[src/logic/nvsc_pkg.sv]
// package for the nonvolatile sram host controller
package nvsc_pkg;
	localparam int CLK_MHZ        = 25;
	localparam int ADDR_W         = 11;
	localparam int DATA_W         = 8;
	// timing figures in their own units
	localparam int T_STORE_MS     = 10;
	localparam int T_RECALL_US    = 20;
	localparam int T_RESTORE_US   = 550;
	localparam int T_INIT_NS      = 20;
	localparam int T_ACCESS_NS    = 45;
	// cycle counts derived at 25 MHz
	localparam int STORE_CYC      = T_STORE_MS * 1000 * CLK_MHZ;
	localparam int RECALL_CYC     = T_RECALL_US * CLK_MHZ;
	localparam int RESTORE_CYC    = T_RESTORE_US * CLK_MHZ;
	localparam int INIT_CYC       = (T_INIT_NS * CLK_MHZ + 999) / 1000;
	localparam int ACCESS_CYC     = (T_ACCESS_NS * CLK_MHZ + 999) / 1000;
	localparam int CNT_W          = 20;

	// host commands
	typedef enum logic [2:0] {
		NVSC_CMD_READ   = 3'h0,
		NVSC_CMD_WRITE  = 3'h1,
		NVSC_CMD_STORE  = 3'h2,
		NVSC_CMD_RECALL = 3'h3
	} nvsc_cmd_t;

	// one-hot controller states
	typedef enum logic [5:0] {
		NVSC_BOOT   = 6'h01,
		NVSC_IDLE   = 6'h02,
		NVSC_SETUP  = 6'h04,
		NVSC_PULSE  = 6'h08,
		NVSC_WAIT   = 6'h10,
		NVSC_FINISH = 6'h20
	} nvsc_state_t;

	// control pins toward the memory, all active low
	typedef struct packed {
		logic chip_on_n;
		logic output_drive_n;
		logic put_strobe_n;
		logic nonvol_mode_n;
	} nvsc_ctl_t;

	localparam nvsc_ctl_t CTL_IDLE = 4'hf;

	// whole controller state
	typedef struct packed {
		nvsc_state_t         st;
		nvsc_cmd_t           cmd;
		nvsc_ctl_t           ctl;
		logic [ADDR_W-1:0]   addr;
		logic [DATA_W-1:0]   wdata;
		logic                dq_oe;
		logic [DATA_W-1:0]   rdata;
		logic                rvalid;
		logic [CNT_W-1:0]    cnt;
	} nvsc_regs_t;
endpackage

[src/logic/nvsc_host.sv]
// host controller driving the nonvolatile sram through its pins
// What this block does
// - address steady across whole write
// - start store by lowering strobe last
// - hold recall condition at least 20 ns
// - no access until power-up recall elapsed
// - chip_on_n high means standby
module nvsc_host
	import nvsc_pkg::*;
#(
	parameter int STORE_CYCLES   = STORE_CYC,
	parameter int RESTORE_CYCLES = RESTORE_CYC
) (
	// clock and reset
	input  wire logic              mclk,
	input  wire logic              resetn,
	// supply good above the store threshold, from a pin
	input  wire logic              power_good,
	// user command port
	input  wire logic              cmd_valid,
	input  nvsc_cmd_t              cmd_op,
	input  wire logic [ADDR_W-1:0] cmd_addr,
	input  wire logic [DATA_W-1:0] cmd_wdata,
	output logic                   cmd_ready,
	output logic [DATA_W-1:0]      rsp_rdata,
	output logic                   rsp_valid,
	// memory pins
	output logic [ADDR_W-1:0]      mem_addr,
	output nvsc_ctl_t              mem_ctl,
	input  wire logic [DATA_W-1:0] dq_in,
	output logic [DATA_W-1:0]      dq_out,
	output logic                   dq_oe
);
	nvsc_regs_t          r_reg;
	nvsc_regs_t          r_next;
	logic [1:0]          pg_sync_reg;
	logic [DATA_W-1:0]   dq_s1_reg;
	logic [DATA_W-1:0]   dq_s2_reg;

	// wait length of each operation once its pulse ends
	function automatic logic [CNT_W-1:0] op_wait(input nvsc_cmd_t c);
		unique case (c)
			NVSC_CMD_STORE:  op_wait = CNT_W'(STORE_CYCLES);
			NVSC_CMD_RECALL: op_wait = CNT_W'(RECALL_CYC);
			// read waits two extra edges for the dq synchroniser
			NVSC_CMD_READ:   op_wait = CNT_W'(ACCESS_CYC + 2);
			default:         op_wait = CNT_W'(1);
		endcase
	endfunction

	// pin inputs pass two flops; the first is read by nothing else
	always_ff @(posedge mclk or negedge resetn) begin
		if (!resetn) begin
			pg_sync_reg <= 2'h0;
			dq_s1_reg   <= 8'h00;
			dq_s2_reg   <= 8'h00;
		end else begin
			pg_sync_reg <= {pg_sync_reg[0], power_good};
			dq_s1_reg   <= dq_in;
			dq_s2_reg   <= dq_s1_reg;
		end
	end

	// next-state logic for the whole controller
	always_comb begin
		r_next        = r_reg;
		r_next.rvalid = 1'b0;
		unique case (r_reg.st)
			// hold off until power-up recall has elapsed
			NVSC_BOOT: begin
				r_next.ctl = CTL_IDLE;
				if (!pg_sync_reg[1]) begin
					r_next.cnt = CNT_W'(RESTORE_CYCLES);
				end else if (r_reg.cnt == '0) begin
					r_next.st = NVSC_IDLE;
				end else begin
					r_next.cnt = r_reg.cnt - CNT_W'(1);
				end
			end
			NVSC_IDLE: begin
				r_next.ctl   = CTL_IDLE;
				r_next.dq_oe = 1'b0;
				if (!pg_sync_reg[1]) begin
					r_next.st  = NVSC_BOOT;
					r_next.cnt = CNT_W'(RESTORE_CYCLES);
				end else if (cmd_valid) begin
					r_next.cmd   = cmd_op;
					r_next.addr  = cmd_addr;
					r_next.wdata = cmd_wdata;
					r_next.st    = NVSC_SETUP;
				end
			end
			// set mode pins and address before the last edge; a write lowers its strobe here already
			NVSC_SETUP: begin
				r_next.st  = NVSC_PULSE;
				r_next.cnt = CNT_W'(INIT_CYC);
				unique case (r_reg.cmd)
					// chip and output drive low, strobe and nonvol high
					NVSC_CMD_READ:   r_next.ctl = 4'h3;
					// output drive stays high through writes
					NVSC_CMD_WRITE: begin
						r_next.ctl   = 4'h5;
						r_next.dq_oe = 1'b1;
					end
					// chip and nonvol low, strobe still high
					NVSC_CMD_STORE:  r_next.ctl = 4'h6;
					// strobe kept high so recall is not a store
					NVSC_CMD_RECALL: r_next.ctl = 4'h6;
					default:         r_next.ctl = CTL_IDLE;
				endcase
			end
			NVSC_PULSE: begin
				// address and data stay put through the strobe
				if (r_reg.cmd == NVSC_CMD_WRITE) begin
					r_next.ctl.put_strobe_n = 1'b0;
				end
				// a store is dropped when supply sags
				if (r_reg.cmd == NVSC_CMD_STORE && pg_sync_reg[1]) begin
					r_next.ctl.put_strobe_n = 1'b0;
				end
				// recall starts on output drive falling last
				if (r_reg.cmd == NVSC_CMD_RECALL) begin
					r_next.ctl.output_drive_n = 1'b0;
				end
				if (r_reg.cmd == NVSC_CMD_READ) begin
					r_next.st  = NVSC_WAIT;
					r_next.cnt = op_wait(r_reg.cmd);
				end else if (r_reg.cnt == '0) begin
					// pulse held at least the initiation time
					r_next.ctl   = CTL_IDLE;
					r_next.dq_oe = 1'b0;
					r_next.st    = NVSC_WAIT;
					r_next.cnt   = op_wait(r_reg.cmd);
				end else begin
					r_next.cnt = r_reg.cnt - CNT_W'(1);
				end
			end
			// wait out each operation; the bus is released for all but a read, which keeps its pins
			NVSC_WAIT: begin
				if (r_reg.cnt == '0) begin
					r_next.st = NVSC_FINISH;
				end else begin
					r_next.cnt = r_reg.cnt - CNT_W'(1);
				end
			end
			NVSC_FINISH: begin
				// sample read data after access time
				if (r_reg.cmd == NVSC_CMD_READ) begin
					r_next.rdata  = dq_s2_reg;
				end
				r_next.rvalid = 1'b1;
				r_next.ctl    = CTL_IDLE;
				r_next.st     = NVSC_IDLE;
			end
			default: begin
				r_next.st  = NVSC_IDLE;
				r_next.ctl = CTL_IDLE;
			end
		endcase
	end

	// state register
	always_ff @(posedge mclk or negedge resetn) begin
		if (!resetn) begin
			r_reg       <= '0;
			r_reg.st    <= NVSC_BOOT;
			r_reg.ctl   <= CTL_IDLE;
			r_reg.cmd   <= NVSC_CMD_READ;
		end else begin
			r_reg <= r_next;
		end
	end

	// outputs straight from flops, except cmd_ready, which ands the idle state with synced power good
	assign mem_addr  = r_reg.addr;
	assign mem_ctl   = r_reg.ctl;
	assign dq_out    = r_reg.wdata;
	assign dq_oe     = r_reg.dq_oe;
	assign rsp_rdata = r_reg.rdata;
	assign rsp_valid = r_reg.rvalid;
	assign cmd_ready = (r_reg.st == NVSC_IDLE) && pg_sync_reg[1];
endmodule

[config.mk]
export PLATFORM = sky130hd
export DESIGN_NAME = nvsc_host
export DESIGN_NICKNAME = d
export VERILOG_FILES = /design/src/logic/nvsc_pkg.sv /design/src/logic/nvsc_host.sv
export SDC_FILE = /design/constraint.sdc
export NUM_CORES = 1
export LEC_CHECK = 0
export ABC_AREA = 1
export ABC_CLOCK_PERIOD_IN_PS = 1650
export BUFFER_PORTS_ARGS = -buffer_cell sky130_fd_sc_hd__buf_2
export CAP_MARGIN = 30
export CORE_ASPECT_RATIO = 0.6
export CORE_UTILIZATION = 45
export DETAILED_ROUTE_END_ITERATION = 16
export GPL_TIMING_DRIVEN = 1
export PLACE_DENSITY = 0.68
export SLEW_MARGIN = 20
export SYNTH_ARGS = -nofsm -noshare
export SYNTH_HDL_FRONTEND = slang
export SYNTH_SLANG_ARGS = --single-unit
[constraint.sdc]
create_clock -name mclk -period 1.65 [get_ports mclk]
set_input_delay 0.2475 -clock mclk [delete_from_list [all_inputs] [get_ports mclk]]
set_output_delay 0.2475 -clock mclk [all_outputs]
set_load 0.005 [all_outputs]
Yosys cells after proc, flatten, opt, wreduce, memory -nomap -nowiden
Cells that the tools add are included.
{"block": "totals", "regBits": 80, "input_bits": 34, "output_inout_bits": 34, "elab_cells": 75}
{"block": "op_classes", "add_sub_neg": 1, "eq_ne": 18, "mux": 27, "n_bitwise": 1, "reduce_logical": 13}
{"op": "$mux 20", "n": 5}
{"op": "$pmux 20 s5", "n": 1}
{"op": "$mux 6", "n": 6}
{"op": "$pmux 18 s2", "n": 1}
{"op": "$pmux 6 s5", "n": 1}
{"op": "$pmux 4 s3", "n": 2}
{"op": "$logic_not 20->1", "n": 1}
{"op": "$sub 20x1->20 const B", "n": 1}
{"op": "$ne 2x2->1 const B", "n": 7}
{"op": "$mux 9", "n": 1}
{"op": "$mux 4", "n": 2}
{"op": "$mux 1", "n": 7}
{"op": "$eq 3x2->1 const B", "n": 2}
{"op": "$eq 6x1->1 const B", "n": 1}
{"op": "$eq 6x2->1 const B", "n": 1}
{"op": "$eq 6x3->1 const B", "n": 1}
{"op": "$eq 6x4->1 const B", "n": 1}
{"op": "$eq 6x5->1 const B", "n": 1}
{"op": "$eq 6x6->1 const B", "n": 1}
{"op": "$ne 3x3->1 const B", "n": 2}
{"op": "$reduce_and 3->1", "n": 2}
{"op": "$reduce_and 5->1", "n": 1}
{"op": "$reduce_bool 5->1", "n": 1}
{"op": "$reduce_and 2->1", "n": 2}
{"op": "8 further kinds", "n": 9}

Depth between registers and ports, before layout
{"block": "logic_depth", "ltp_word": 6, "mapped_depth": 12, "depth_no_buf": 12}

Least setup slack after synthesis
No wires, ideal clock.
{"block": "synth_timing", "path_kind": "register to register", "start": "reg r_reg[0] (netlist bit)", "end": "reg r_reg[17] (netlist bit)", "setup_time_ps": 117, "arrival_time_ps": 1507, "required_time_ps": 1533, "setup_slack_ps": 26, "stages_incl_launch_ff": 11, "n_path_buf": 0, "period_less_slack_ps": 1624, "cell_sequence": "dfrtp_1 -> inv_1 -> ha_1 -> nand2_1 -> nor2_2 -> nand2_1 -> nor2_8 -> o21ai_2 -> and2_4 -> nand3_1 -> nand2_1"}
{"block": "synth_via", "elab_chain_len": 4, "word_cells_on_any_way": 7, "classes_between": "add/sub: 1; mux: 5; reduce/logical: 1"}
{"element": "start, declared", "line_no": "nvsc_host.sv:34", "source": "nvsc_regs_t r_reg;"}
{"element": "start signal, assigned", "line_no": "nvsc_host.sv:170", "source": "r_reg <= r_next;"}
{"element": "$sub 20x1->20 or $logic_not 20->1 (tied branches)"}
{"element": "$mux 20 (on tied branches)", "line_no": "nvsc_host.sv:128, nvsc_host.sv:74, nvsc_host.sv:140"}
{"element": "$mux 20 (on tied branches)", "line_no": "nvsc_host.sv:125, nvsc_host.sv:72"}
{"element": "$pmux 20 s5 *", "line_no": "nvsc_host.sv:68", "source": "unique case (r_reg.st)"}
Every way passes the cells marked *; elsewhere a longest branch is shown, timed or not.
A chain may end at the register's enable or synchronous reset.

Worst setup path after layout
{"block": "layout_timing", "start": "reg r_reg[0] (netlist bit)", "end": "reg r_reg[12] (netlist bit)"}
The elaborated chain is that of the path after synthesis.

==> reports/qor.csv <==
stage;metric;value;unit
setup_path;startpoint of the worst register-to-register path;r_reg[0]$_DFFE_PN0P_;
setup_path;Setup Crit Path Kind;reg -> reg;
logic_synthesis;Post-synth EDFFs;0;
placement;half-perimeter wire length of the detailed placement result;8238;µm
clock_tree;Root Driver;sky130_fd_sc_hd__clkbuf_16;
placement;number of port buffers;67;
floorplanning;placeable core region;0.009256;mm²
setup_path;kind of start point of the critical path;flip-flop;
drt;routed via count;4433;
clock_tree;number of buffers created by CTS;9;
clock_tree;total clock sinks;80;
setup_path;FF-to-FF setup slack;-300;ps
worst_hold_path;worst min path class;in -> reg;
floorplanning;vertical extent of the die;77.97;µm
drt;total DRC errors in the routed layout;0;
logic_synthesis;post-synthesis net count;570;
logic_synthesis;number of distinct library cell variants in the gate-level netlist after synthesis;40;
drt;vias per cell;5.367;
floorplanning;total die area;0.01003;mm²
clock_tree;level count of the clock H-tree;3;
drt;Routed Wire Length;14380;µm
floorplanning;starting density of the core;46.76;%
setup_path;Data required, critical path;1880;ps
logic_synthesis;fraction of registers with async set/reset;100.0;%
finish;count of antenna diodes in the layout;0;
drt;detail-routed net length per standard cell;17.41;µm
sta;Final Worst Setup Slack;-295.4;ps
power;total power density per cell area;1673;mW/mm²
drt;Starting DRT DRC Count;581;
run;max-cap violations;0;
logic_synthesis;cell area after synthesis;0.004328;mm²
drt;First-pass DRT Iterations;8;
worst_hold_path;worst hold start;power_good;
sta;time the worst path needs with I/O delays and setup;1945;ps
clock_tree;Worst-Skew Late Latency;350;ps
logic_synthesis;most instantiated flip-flop cell in the synthesis netlist;sky130_fd_sc_hd__dfrtp_1;
drt;Top Metal Used;met4;
sta;total count of max-transition violations in the final report;0;
finish;flip-flop count of the largest register after layout;29;
logic_synthesis;post-synthesis area per instance;8.105;µm²
clock_tree;TritonCTS clock tree;built;
setup_path;CP Data Arrival Time;2180;ps
floorplanning;standard-cell row count;27;
placement;post-place instance area;0.005120;mm²
grt;vias in the first global route;3850;
drt;residual antenna-violating net count after detailed routing;0;
power;VDD IR max;0.0009415;V
grt;wire length of the first global-routing pass;19260;µm
sta;Worst Max-Slew Pin Slew;419.7;ps
finish;fraction of final layout cells with drive strength greater than 1;52.59;%
drt;DR WL met2;6279;µm
sta;Max Fclk;0.5140;GHz
finish;post-route cell area;0.006554;mm²
finish;final-stage net count;727;
grt;Overflow after GRT;0;
setup_path;Reg2Reg Depth;12;
logic_synthesis;leading post-synthesis cells by cell area;sky130_fd_sc_hd__dfrtp_1 (43%), sky130_fd_sc_hd__nand2_1 (15%), sky130_fd_sc_hd__buf_4 (6.1%);
logic_synthesis;number of cells produced by synthesis;534;
grt;maximum number of pins on one net before global-route repair;48;
logic_synthesis;number of storage elements in the synthesis netlist;80;
drt;routed length on met1;6057;µm
sta;Setup-failing EPs final;62;
logic_synthesis;area share of the largest cell type after synthesis;43.37;%
sta;max-slew headroom at the worst pin;71.80;%
worst_hold_path;endpoint of the worst hold path;pg_sync_reg[0]$_DFF_PN0_;
worst_hold_path;worst hold path cell count;1;
logic_synthesis;sequential element share of the synthesized area;46.40;%
run_status;result of the run;finished, violations left;
setup_path;Max FO, Critical Path;4;
floorplanning;Boundary Pins;68;
sta;final worst clock skew;10.67;ps
sta;final worst path period share;117.9;%
run_status;violated checks;negative setup slack;
power;Leak Pwr;0.003411;µW
finish;layout-stage area growth over the synthesis result;51.43;%
placement;weighted congestion reported at the end of routability-driven placement;0.9644;
floorplanning;x dimension of the die;128.6;µm
clock_tree;buffer levels on the longest clock path;2;
setup_path;CP endpoint kind;flip-flop;
logic_synthesis;most numerous cell in the Yosys netlist;sky130_fd_sc_hd__nand2_1;
drt;routed wl met3;1566;µm
clock_tree;clock edge transition at the registers on the reported setup and hold paths;70;ps
logic_synthesis;area leader, netlist;sky130_fd_sc_hd__dfrtp_1;
sta;unrepaired setup endpoints after global routing;true;
grt;antenna violations before repair;0;
power;overall power;10960;µW
logic_synthesis;Post-synth top cells;sky130_fd_sc_hd__nand2_1 (172), sky130_fd_sc_hd__dfrtp_1 (75), sky130_fd_sc_hd__nor2_1 (49);
sta;endpoints failing hold;0;
setup_path;end of the worst register-to-register path;r_reg[12]$_DFFE_PN0P_;
grt;all-layer global routing usage;25.39;%
logic_synthesis;Yosys warnings;0;
[final cells by class]
class | count | area (µm²)
timing repair buffer | 184 | 1421
fill | 658 | 2703
multi-input combinational | 366 | 2434
clock inverter | 6 | 71.32
clock buffer | 10 | 239.0
tap | 130 | 162.7
inverter | 50 | 215.2
sequential | 80 | 2011
[stage by stage]
step	setup slack, ps	cells	setup TNS [ps]	hold WS, ps	utilization [%]
finish	-295.4	826	-5228	10.24	70.80
global route	-340.4	826	-9125	4.833	70.80
CTS	-77.27	804	-766.1	0.002970	62.80
detailed placement	-197.5	766	-3586	121.3	55.31
global placement	-146.4	766	-1888	120.5	55.31
floorplan	25.96	534	0	-48.09	-
[critical path, cell delays in order (launching register included)]
cell	delay [ps]
sky130_fd_sc_hd__dfrtp_1	400
sky130_fd_sc_hd__inv_2	100
sky130_fd_sc_hd__buf_4	120
sky130_fd_sc_hd__ha_2	210
sky130_fd_sc_hd__nand2_4	100
sky130_fd_sc_hd__inv_2	130
sky130_fd_sc_hd__nand3_1	160
sky130_fd_sc_hd__nand2_1	140
sky130_fd_sc_hd__nand2_1	110
sky130_fd_sc_hd__nand2_1	100
sky130_fd_sc_hd__nand3_1	90
sky130_fd_sc_hd__nor2_1	120
sky130_fd_sc_hd__nor2_1	50
[placed cells by master (no fill, tap or decap), types with 7 or more instances in the layout]
cell / instances
sky130_fd_sc_hd__nand3_1: 30
sky130_fd_sc_hd__buf_4: 85
sky130_fd_sc_hd__o21ai_2: 13
sky130_fd_sc_hd__o21ai_1: 11
sky130_fd_sc_hd__nor2_4: 17
sky130_fd_sc_hd__buf_2: 65
sky130_fd_sc_hd__a21oi_1: 8
sky130_fd_sc_hd__nand4_1: 7
sky130_fd_sc_hd__mux2_2: 7
sky130_fd_sc_hd__nor2_2: 11
sky130_fd_sc_hd__inv_2: 11
sky130_fd_sc_hd__inv_1: 33
sky130_fd_sc_hd__clkbuf_16: 11
sky130_fd_sc_hd__buf_6: 18
sky130_fd_sc_hd__nand2_2: 43
sky130_fd_sc_hd__dfrtp_1: 73
sky130_fd_sc_hd__nor2_1: 29
sky130_fd_sc_hd__nand2_4: 20
sky130_fd_sc_hd__nand2_1: 113
[power breakdown]
part | leakage, µW | switching, µW | internal (µW)
clock network | 0.000146 | 854 | 1230
logic | 0.00227 | 3420 | 2560
registers | 0.000991 | 415 | 2480
total | 0.00341 | 4690 | 6270
[what timing repair did]
| item | in CTS | in global routing |
|---|---|---|
| hold endpoints to repair | 19 | 0 |
| setup buffers | 15 | 16 |
| resized for setup | 57 | 155 |
| cloned | 1 | 6 |
| hold buffers | 6 | 0 |
| pin swaps | 17 | 25 |
| setup endpoints to repair | 36 | 60 |
[worst max path at each step]
stage / from / end / slack, ps
after floorplan: r_reg[0]$_DFFE_PN0P_ / r_reg[17]$_DFFE_PN0P_ / 30
after global placement: r_reg[15]$_DFFE_PN0P_ / r_reg[8]$_DFFE_PN0P_ / -150
after detailed placement: r_reg[14]$_DFFE_PN0P_ / dq_oe$_DFFE_PN0P_ / -200
after CTS: r_reg[60]$_DFFE_PN0P_ / r_reg[4]$_DFFE_PN0P_ / -80
after global routing: r_reg[0]$_DFFE_PN0P_ / r_reg[12]$_DFFE_PN0P_ / -340
final: r_reg[0]$_DFFE_PN0P_ / r_reg[12]$_DFFE_PN0P_ / -300
[per-layer routing]
metal | vias up | global-route usage (%)
met4 | 0 | 7.176
met5 | - | 0
met2 | 304 | 36.16
met3 | 70 | 7.862
met1 | 2054 | 36.75
li1 | 2005 | -
[kinds of logic (layout without fill, tap and decap cells)]
| group | Yosys count | after routing | share of synthesized area (%) |
|---|---|---|---|
| xor gates and xnor gates | 3 | 3 | 0.6072 |
| muxes | 8 | 8 | 2.082 |
| adders and majority gates | 2 | 2 | 0.5781 |
| DFF | 80 | 80 | 46.40 |
| AOI/OAI and AO/OA | 53 | 53 | 7.199 |
| and+or+nand+nor | 297 | 300 | 31.77 |
| buffers and inverters | 91 | 250 | 11.36 |
No activity file was read; power rests on OpenSTA's default activity.
